===== config.mk =====
export PLATFORM = sky130hd
export DESIGN_NAME = sprc_top
export DESIGN_NICKNAME = d
export VERILOG_FILES = /design/src/sprc_top.v
export VERILOG_INCLUDE_DIRS = /design/src
export SDC_FILE = /design/constraint.sdc
export NUM_CORES = 1
export LEC_CHECK = 0
export BUFFER_PORTS_ARGS = -buffer_cell sky130_fd_sc_hd__buf_2
export CORE_ASPECT_RATIO = 1.4
export CORE_MARGIN = 2
export CORE_UTILIZATION = 49
export CTS_BUF_LIST = sky130_fd_sc_hd__clkbuf_4 sky130_fd_sc_hd__clkbuf_8
export DETAILED_ROUTE_END_ITERATION = 10
export PLACE_DENSITY = 0.82
export SLEW_MARGIN = 20
export SYNTH_ARGS = -nofsm -noshare
export SYNTH_HDL_FRONTEND = slang
export SYNTH_SLANG_ARGS = --single-unit

===== constraint.sdc =====
create_clock -name i_clock -period 2.86 [get_ports i_clock]
set_input_delay 0.429 -clock i_clock [delete_from_list [all_inputs] [get_ports i_clock]]
set_output_delay 0.429 -clock i_clock [all_outputs]
set_load 0.02 [all_outputs]

===== src/sprc_map.vh =====
// register map, field positions and constants for the sleep/power/reset block
`ifndef SPRC_MAP_VH
`define SPRC_MAP_VH

// register word indices, matched against byte address bits 9:2 (byte offset is four times the index)
`define SPRC_IDX_MCU_CONTROL 8'h55
`define SPRC_IDX_CLOCK_GATE 8'h64
`define SPRC_IDX_SLEEP_CONTROL 8'h53
`define SPRC_IDX_STATUS 8'h70
`define SPRC_ADDR_W 10

// sleep_control fields
`define SPRC_SLP_ARM 0
`define SPRC_SLP_MODE_LO 1
`define SPRC_SLP_MODE_HI 3
`define SPRC_SLP_MASK 8'h0F

// mcu_control fields
`define SPRC_MCU_BOSO 6
`define SPRC_MCU_UNLOCK 5
`define SPRC_MCU_MASK 8'h33

// peripheral_clock_gate fields
`define SPRC_CG_TWI 7
`define SPRC_CG_TMR2 6
`define SPRC_CG_TMR0 5
`define SPRC_CG_TMR1 3
`define SPRC_CG_SPI 2
`define SPRC_CG_USART 1
`define SPRC_CG_CONV 0
`define SPRC_CG_MASK 8'hEF

// reset values
`define SPRC_RST_BYTE 8'h00

// sleep mode codes
`define SPRC_MODE_IDLE 3'h0
`define SPRC_MODE_NOISE 3'h1
`define SPRC_MODE_PDOWN 3'h2
`define SPRC_MODE_PSAVE 3'h3
`define SPRC_MODE_RSV4 3'h4
`define SPRC_MODE_RSV5 3'h5
`define SPRC_MODE_STBY 3'h6
`define SPRC_MODE_XSTBY 3'h7

// timing counts, in system clock cycles
`define SPRC_UNLOCK_WIN 3'h4
`define SPRC_BOSO_ACTIVE 2'h3
`define SPRC_BOSO_CLEAR 2'h3
`define SPRC_STBY_WAKE 3'h6

// ahb constants
`define SPRC_HTRANS_NONSEQ 2'h2
`define SPRC_HSIZE_WORD 3'h2

`endif


===== src/sprc_top.v =====
// sleep mode, brown-out sleep-off, clock gating, reset combine and reference
//
// Function
// - decode three-bit sleep code; 100 and 101 reserved, no sleep.
// - sleep instruction enters sleep only while sleep_arm is one.
// - brownout_sleep_off set needs unlock write, then plain write within four.
// - brownout_sleep_off becomes effective three cycles after being set.
// - detector off in sleep only if sleep taken while sleep-off active.
// - brownout_sleep_off clears itself three cycles after being set.
// - clock-gate bit one stops that peripheral clock; bit 4 reads zero.
// - timer2 gate acts only when timer2 async select is zero.
// - ungated timer resumes from the exact state it held.
// - gated converter blocks comparator use of converter input mux.
// - reset restores all registers and starts at the reset vector.
// - port pins reset at once, without a clock, on power-on, pin or brown-out; watchdog through its clocked pulse.
// - delay counter stretches internal reset after all sources release.
// - internal reset combines power-on, pin, watchdog and brown-out.
// - pin reset ignored when disable fuse set; release starts delay.
// - brown-out asserts at once; delay starts when supply restored.
// - watchdog reset is a one-cycle pulse; delay starts at its end.
// - reference on if detector enabled, comparator route or converter on.
// - wake from standby or extended standby takes six cycles.
// - gated peripheral frozen; its registers neither written nor read.
`timescale 1ns/1ps
`include "sprc_map.vh"

module sprc_top #(
    parameter DELAY_W = 16
) (
    input wire i_clock,
    input wire i_rst_n,
    // ahb-lite slave
    input wire i_hsel,
    input wire [31:0] i_haddr,
    input wire [1:0] i_htrans,
    input wire i_hwrite,
    input wire [2:0] i_hsize,
    input wire [31:0] i_hwdata,
    input wire i_hready,
    output wire o_hreadyout,
    output wire o_hresp,
    output reg [31:0] o_hrdata,
    // core sleep handshake
    input wire i_sleep_instr,
    input wire i_wake,
    output reg o_sleeping,
    output reg [2:0] o_sleep_mode_code,
    output reg o_wake_done,
    output reg o_detector_sleep_off,
    // reset sources (asynchronous, from analog or pins)
    input wire i_por_n,
    input wire i_ext_reset_n,
    input wire i_wdt_expire,
    input wire i_brownout_low,
    input wire i_brownout_enable_fuse,
    input wire i_external_reset_disable_fuse,
    input wire [DELAY_W-1:0] i_reset_delay_cycles,
    output wire o_port_reset,
    output reg o_internal_reset,
    output reg o_wdt_reset_pulse,
    // peripheral clocks and reference
    input wire i_timer2_async_select,
    input wire i_comparator_bandgap_route,
    input wire i_converter_enable,
    output wire [7:0] o_periph_clock_en,
    output wire o_comparator_mux_allow,
    output wire o_reference_enable
);

// -----------------------------------------------------------------
// ahb-lite slave: zero wait states, always okay
// -----------------------------------------------------------------
reg wr_pend;
reg rd_pend;
reg [7:0] ap_addr;
wire ap_take = i_hsel & i_hready & (i_htrans == `SPRC_HTRANS_NONSEQ);

assign o_hreadyout = 1'b1;
assign o_hresp = 1'b0;

// latch the address phase; data phase follows one cycle later
always @(posedge i_clock) begin
    if (!i_rst_n) begin
        wr_pend <= 1'b0;
        rd_pend <= 1'b0;
        ap_addr <= `SPRC_RST_BYTE;
    end else begin
        wr_pend <= ap_take & i_hwrite;
        rd_pend <= ap_take & ~i_hwrite;
        ap_addr <= i_haddr[`SPRC_ADDR_W-1:2];
    end
end

wire wr_slp = wr_pend & (ap_addr == `SPRC_IDX_SLEEP_CONTROL);
wire wr_mcu = wr_pend & (ap_addr == `SPRC_IDX_MCU_CONTROL);
wire wr_cg = wr_pend & (ap_addr == `SPRC_IDX_CLOCK_GATE);
wire [7:0] wbyte = i_hwdata[7:0];

// -----------------------------------------------------------------
// registers
// -----------------------------------------------------------------
reg [7:0] sleep_control;
reg [7:0] mcu_misc;
reg [7:0] peripheral_clock_gate;
reg brownout_sleep_off;
reg [2:0] unlock_cnt;
reg [1:0] boso_age;

// write storage; reserved bits stay zero
always @(posedge i_clock) begin
    if (!i_rst_n) begin
        sleep_control <= `SPRC_RST_BYTE;
        mcu_misc <= `SPRC_RST_BYTE;
        peripheral_clock_gate <= `SPRC_RST_BYTE;
    end else begin
        if (wr_slp)
            sleep_control <= wbyte & `SPRC_SLP_MASK;
        if (wr_mcu)
            mcu_misc <= wbyte & `SPRC_MCU_MASK;
        if (wr_cg)
            peripheral_clock_gate <= wbyte & `SPRC_CG_MASK;
    end
end

wire unlock_wr = wr_mcu & wbyte[`SPRC_MCU_BOSO] & wbyte[`SPRC_MCU_UNLOCK];
wire set_wr = wr_mcu & wbyte[`SPRC_MCU_BOSO] & ~wbyte[`SPRC_MCU_UNLOCK];

// timed unlock: window of four cycles opens on the unlock write
always @(posedge i_clock) begin
    if (!i_rst_n) begin
        unlock_cnt <= 3'h0;
    end else if (unlock_wr) begin
        unlock_cnt <= `SPRC_UNLOCK_WIN;
    end else if (unlock_cnt != 3'h0) begin
        unlock_cnt <= unlock_cnt - 3'h1;
    end
end

// sleep-off bit: set only inside the window, self-clears after three
always @(posedge i_clock) begin
    if (!i_rst_n) begin
        brownout_sleep_off <= 1'b0;
        boso_age <= 2'h0;
    end else if (set_wr && unlock_cnt != 3'h0 && !brownout_sleep_off) begin
        brownout_sleep_off <= 1'b1;
        boso_age <= 2'h0;
    end else if (brownout_sleep_off) begin
        if (boso_age == `SPRC_BOSO_CLEAR - 2'h1)
            brownout_sleep_off <= 1'b0;
        boso_age <= boso_age + 2'h1;
    end
end

// a short delay line makes the bit effective three cycles after setting;
// since it also clears after three, the active window is the clear edge
reg [2:0] boso_dly;
always @(posedge i_clock) begin
    if (!i_rst_n)
        boso_dly <= 3'h0;
    else
        boso_dly <= {boso_dly[1:0], brownout_sleep_off & (boso_age == 2'h0)};
end
wire boso_active = boso_dly[`SPRC_BOSO_ACTIVE-1];

// read mux; unmapped offsets read zero
wire [7:0] mcu_rd = mcu_misc | {1'b0, brownout_sleep_off, 6'h00};
wire [7:0] status = {o_internal_reset, o_detector_sleep_off, o_sleeping,
                     boso_active, 1'b0, o_sleep_mode_code};
always @(posedge i_clock) begin
    if (!i_rst_n) begin
        o_hrdata <= 32'h0000_0000;
    end else if (ap_take & ~i_hwrite) begin
        case (i_haddr[`SPRC_ADDR_W-1:2])
            `SPRC_IDX_SLEEP_CONTROL: o_hrdata <= {24'h000000, sleep_control};
            `SPRC_IDX_MCU_CONTROL: o_hrdata <= {24'h000000, mcu_rd};
            `SPRC_IDX_CLOCK_GATE:
                o_hrdata <= {24'h000000, peripheral_clock_gate};
            `SPRC_IDX_STATUS: o_hrdata <= {24'h000000, status};
            default: o_hrdata <= 32'h0000_0000;
        endcase
    end
end

// -----------------------------------------------------------------
// sleep control
// -----------------------------------------------------------------
localparam ST_RUN = 2'h0;
localparam ST_SLEEP = 2'h1;
localparam ST_WAKE = 2'h2;

reg [1:0] state;
reg [2:0] wake_cnt;
wire [2:0] mode_sel = sleep_control[`SPRC_SLP_MODE_HI:`SPRC_SLP_MODE_LO];
wire mode_ok = (mode_sel != `SPRC_MODE_RSV4) &&
               (mode_sel != `SPRC_MODE_RSV5);
wire osc_runs = (o_sleep_mode_code == `SPRC_MODE_STBY) ||
                (o_sleep_mode_code == `SPRC_MODE_XSTBY);

// sleep entry, wake wait; other modes wake in one cycle here since the
// oscillator restart time lives outside this block
always @(posedge i_clock) begin
    if (!i_rst_n) begin
        state <= ST_RUN;
        wake_cnt <= 3'h0;
        o_sleeping <= 1'b0;
        o_sleep_mode_code <= `SPRC_MODE_IDLE;
        o_wake_done <= 1'b0;
        o_detector_sleep_off <= 1'b0;
    end else begin
        o_wake_done <= 1'b0;
        case (state)
            ST_RUN: begin
                if (i_sleep_instr && sleep_control[`SPRC_SLP_ARM] &&
                    mode_ok) begin
                    state <= ST_SLEEP;
                    o_sleeping <= 1'b1;
                    o_sleep_mode_code <= mode_sel;
                    o_detector_sleep_off <= boso_active;
                end
            end
            ST_SLEEP: begin
                if (i_wake) begin
                    state <= ST_WAKE;
                    wake_cnt <= osc_runs ? `SPRC_STBY_WAKE - 3'h1 : 3'h0;
                end
            end
            ST_WAKE: begin
                if (wake_cnt == 3'h0) begin
                    state <= ST_RUN;
                    o_sleeping <= 1'b0;
                    o_detector_sleep_off <= 1'b0;
                    o_wake_done <= 1'b1;
                end else begin
                    wake_cnt <= wake_cnt - 3'h1;
                end
            end
            default: state <= ST_RUN;
        endcase
    end
end

// -----------------------------------------------------------------
// clock gating and reference
// -----------------------------------------------------------------
// an enable only stalls the peripheral, so its state is kept
genvar g;
generate
    for (g = 0; g < 8; g = g + 1) begin : gen_cg
        if (g == `SPRC_CG_TMR2) begin : gen_t2
            assign o_periph_clock_en[g] = ~(peripheral_clock_gate[g] &
                                            ~i_timer2_async_select);
        end else begin : gen_plain
            assign o_periph_clock_en[g] = ~peripheral_clock_gate[g];
        end
    end
endgenerate

assign o_comparator_mux_allow = ~peripheral_clock_gate[`SPRC_CG_CONV];

// brown-out enable in sleep is dropped only when detector sleep-off holds
wire bod_on = i_brownout_enable_fuse & ~o_detector_sleep_off;
assign o_reference_enable = bod_on | i_comparator_bandgap_route |
                            i_converter_enable;

// -----------------------------------------------------------------
// reset combine and stretch
// -----------------------------------------------------------------
// asynchronous combine drives the port reset without a clock
wire ext_src = ~i_ext_reset_n & ~i_external_reset_disable_fuse;
wire bod_src = i_brownout_low & i_brownout_enable_fuse;
assign o_port_reset = ~i_por_n | ext_src | bod_src |
                      o_wdt_reset_pulse;

reg [1:0] src_sync;
reg [1:0] wdt_sync;
reg wdt_seen;
reg [DELAY_W-1:0] delay_cnt;

// two-stage synchronisers for asynchronous sources
always @(posedge i_clock) begin
    src_sync <= {src_sync[0], ~i_por_n | ext_src | bod_src};
    wdt_sync <= {wdt_sync[0], i_wdt_expire};
end

// watchdog expiry edge gives a one-cycle reset pulse
always @(posedge i_clock) begin
    if (!i_rst_n) begin
        wdt_seen <= 1'b0;
        o_wdt_reset_pulse <= 1'b0;
    end else begin
        wdt_seen <= wdt_sync[1];
        o_wdt_reset_pulse <= wdt_sync[1] & ~wdt_seen;
    end
end

// stretch: counter reloads while any source is active, counts after
always @(posedge i_clock) begin
    if (!i_rst_n) begin
        delay_cnt <= {DELAY_W{1'b0}};
        o_internal_reset <= 1'b1;
    end else if (src_sync[1] | o_wdt_reset_pulse) begin
        delay_cnt <= i_reset_delay_cycles;
        o_internal_reset <= 1'b1;
    end else if (delay_cnt != {DELAY_W{1'b0}}) begin
        delay_cnt <= delay_cnt - {{(DELAY_W-1){1'b0}}, 1'b1};
    end else begin
        o_internal_reset <= 1'b0;
    end
end

endmodule


==> impl_metrics.toml <==
[sta]
whs_ns = 0.177
finClkSkew_ns = 0.0113
hold_viol = 0
tightest_slew_ns = 0.670
finalCriticalPeriod_ns = 2.33
rsz0062_at_grt = "false"
slew_headroom_pct = 55.0
tns_ns = 0
timing.fmax_ghz = 0.430
finalSetupViolCount = 0
fin_crit_sh_pct = 81.3
slew_viol_final = 0

[route]
antenna_left = 0
drc_errors = 0
vias = 3097
firstDrtPassIters = 6
routedWlPerCell_um = 14.0
drtIter0Drc = 116
totalWireLength_mm = 8.16
viasPerCell = 5.32

[grt]
grtUsageMet2_pct = 36.1
antenna_found_initial = 0
grt.total_usage_pct = 21.0
grt_overflow_total = 0
grt_busiest_layer = "met2"
grt_pass1_wl_mm = 13.4
met3_usage_pct = 6.22
grt_pass1_vias = 2877
grt_max_degree = 32
met1_usage_pct = 24.5

[critical_path]
r2r_cells = 7
r2r_slack_ns = 0.53
cp-start-kind = "flip-flop"
crit_fanout = 7
critPathKind = "flip-flop to flip-flop"
r2r_end = "delay_cnt[7]$_SDFFE_PN0P_"
worstPathRequired_ns = 3.08
arrival_ns = 2.55
r2r-start = "delay_cnt[0]$_SDFFE_PN0P_"
end_kind = "flip-flop"
critPathLaunch = "delay_cnt[0]$_SDFFE_PN0P_"
endpoint = "delay_cnt[7]$_SDFFE_PN0P_"

[clock_network]
cts_resized = 0
cts-root-buf = "clkbuf_8"
ctsLongestPathBuffers = 2
clk_pin_slew_ns = 0.08
cts_buffers = 9
clock_sinks = 75
cts_hold_buf = 0
post_cts.repair.setup_buffers = 0
clk_latency_ns = 0.35
cts_tree = "yes"
cts_htree_levels = 3

[synthesis]
ys_ff_latch = 75
seq_area_frac_synth_pct = 42.2
synth_area_mm2 = 0.00355
synth_cells = 410
ys_warn_count = 0
yosysUniqueCellTypes = 54
async_flop_share_pct = 0
synth_edf_count = 0
synth_flop_cell = "dfxtp_1"
syn_area_per_cell_um2 = 8.67

[job]
cap_violations = 0

[power_and_ir_drop]
p_leak_uw = 0.00172
peakVddDrop_mv = 0.306
p_per_area_mw_per_mm2 = 535

[final_layout]
diodes = 0
syn2layout_area_growth_pct = 14.7
fillers = 652
finalNetCount = 591
layout-drive-gt1-share_pct = 22.8

[floorplanning]
std_cell_rows = 36
coreArea_mm2 = 0.00698
ioPinCount = 154
start_util_pct = 50.9
die_y_um = 105
die_area_mm2 = 0.00796
die_x_um = 76.0

[min_path]
worstHoldStart = "i_wdt_expire"
min_path_type = "input pin to flip-flop"

[place]
dp_hpwl_mm = 6.04
place.gp.congestion = 0.925
port_buffers = 75

[status]
outcome = "completed"
## synth_stat cells (all sizes together) (3+ instances only)
cell type / n / area share [%]
nand3: 10 / 1.4
nor2b: 4 / 0.70
or4: 6 / 1.5
inv: 23 / 2.4
nand3b: 5 / 1.1
dfxtp: 75 / 42
xor2: 5 / 1.2
ha: 8 / 2.8
buf: 31 / 6.5
nand2: 37 / 3.9
clkbuf: 12 / 1.3
nor4: 7 / 1.8
or2: 6 / 1.1
a21oi: 21 / 3.1
and3: 4 / 0.70
o21ai: 20 / 3.1
nand2b: 7 / 1.2
and2: 16 / 2.8
a22oi: 4 / 0.84
a31oi: 3 / 0.53
xnor2: 5 / 1.4
a211oi: 5 / 1.1
nor3: 6 / 0.84
mux2i: 18 / 5.1
nor2: 44 / 4.6
## layer usage
layer / up-vias / part of all wire [%]
met5: - / 0
met4: 0 / 1.9
met3: 22 / 7.5
met2: 159 / 50
met1: 1428 / 40
li1: 1488 / -
## cells in the final DEF (no fill, tap or decap), types with 7 or more instances in the layout
cell | netlist | final
a21oi_1 | 20 | 20
and2_1 | 16 | 16
buf_2 | 0 | 75
clkbuf_8 | 0 | 9
conb_1 | 2 | 27
dfxtp_1 | 75 | 75
ha_1 | 8 | 8
inv_1 | 23 | 23
mux2i_1 | 18 | 18
nand2_1 | 37 | 37
nand2b_1 | 7 | 7
nand3_1 | 10 | 10
nor2_1 | 44 | 44
o21ai_0 | 17 | 17
## worst max-delay path, stage by stage (launching register included)
cell and delay, ns:
dfxtp_1 0.33, inv_1 0.12, ha_1 0.25, or4b_4 0.52
or4_4 0.63, nand2_1 0.12, xor2_1 0.15, a21oi_1 0.08
## stage by stage
step / cells / utilization [%] / power [uW] / worst slack (ns) / instance area [um2]
global placement: 566 / 55.8 / 1440 / 0.575 / 3890
CTS: 582 / 58.4 / 2200 / 0.532 / 4080
finish: 582 / 58.4 / 2180 / 0.535 / 4080
global route: 582 / 58.4 / 2290 / 0.417 / 4080
floorplan: 435 / - / 1390 / 0.678 / 3650
detailed placement: 566 / 55.8 / 1460 / 0.550 / 3890
## logic make-up (layout without fill, tap and decap cells)
group | count (synthesis) | in the layout | synth area share, %
multiplexers | 18 | 18 | 5.07
AND/OR/NAND/NOR | 163 | 163 | 24.5
XOR/XNOR | 10 | 10 | 2.68
adder cells (fa/ha/maj) | 8 | 8 | 2.82
AO/OA/AOI/OAI | 68 | 68 | 12.3
flip-flops | 75 | 75 | 42.2
other | 2 | 27 | 0.211
buffers and inverters | 66 | 118 | 10.2
## cell type report
| cell class | count | area [um2] | share of cell area [%] |
|---|---|---|---|
| clock buffers | 10 | 131 | 3.22 |
| well taps | 95 | 119 | 2.92 |
| inverters | 23 | 86.3 | 2.12 |
| flip-flops and latches | 75 | 1500 | 36.8 |
| multi-input cells | 294 | 1780 | 43.7 |
| clock inverters | 6 | 50.0 | 1.23 |
| repair buffers | 79 | 405 | 9.94 |
## power by group
| group | internal [uW] | switching [uW] |
|---|---|---|
| combinational | 125 | 193 |
| sequential | 1090 | 32.8 |
| clock | 332 | 413 |
| total | 1540 | 639 |
## sequential cells by signal, indices dropped and copies added, names as in the netlist, 2 cells and up
signal	flops
mcu_misc	4
boso_age	2
o_sleep_mode_code	3
src_sync	2
peripheral_clock_gate	7
unlock_cnt	3
wake_cnt	3
wdt_sync	2
boso_dly	3
sleep_control	4
ap_addr	8
o_hrdata	8
delay_cnt	16
state	2
## how the worst min path moves through the flow
stage	endpoint	slack, ns	depth (start not counted)
4_1_cts	wdt_sync[0]$_DFF_P_	0.16	1
6_report	wdt_sync[0]$_DFF_P_	0.18	1
3_3_place_gp	wdt_sync[1]$_DFF_P_	0.31	0
5_1_grt	wdt_sync[0]$_DFF_P_	0.15	1
2_1_floorplan	src_sync[1]$_DFF_P_	0.31	0
3_5_place_dp	wdt_sync[1]$_DFF_P_	0.31	0
No activity file was read; power rests on OpenSTA's default activity.
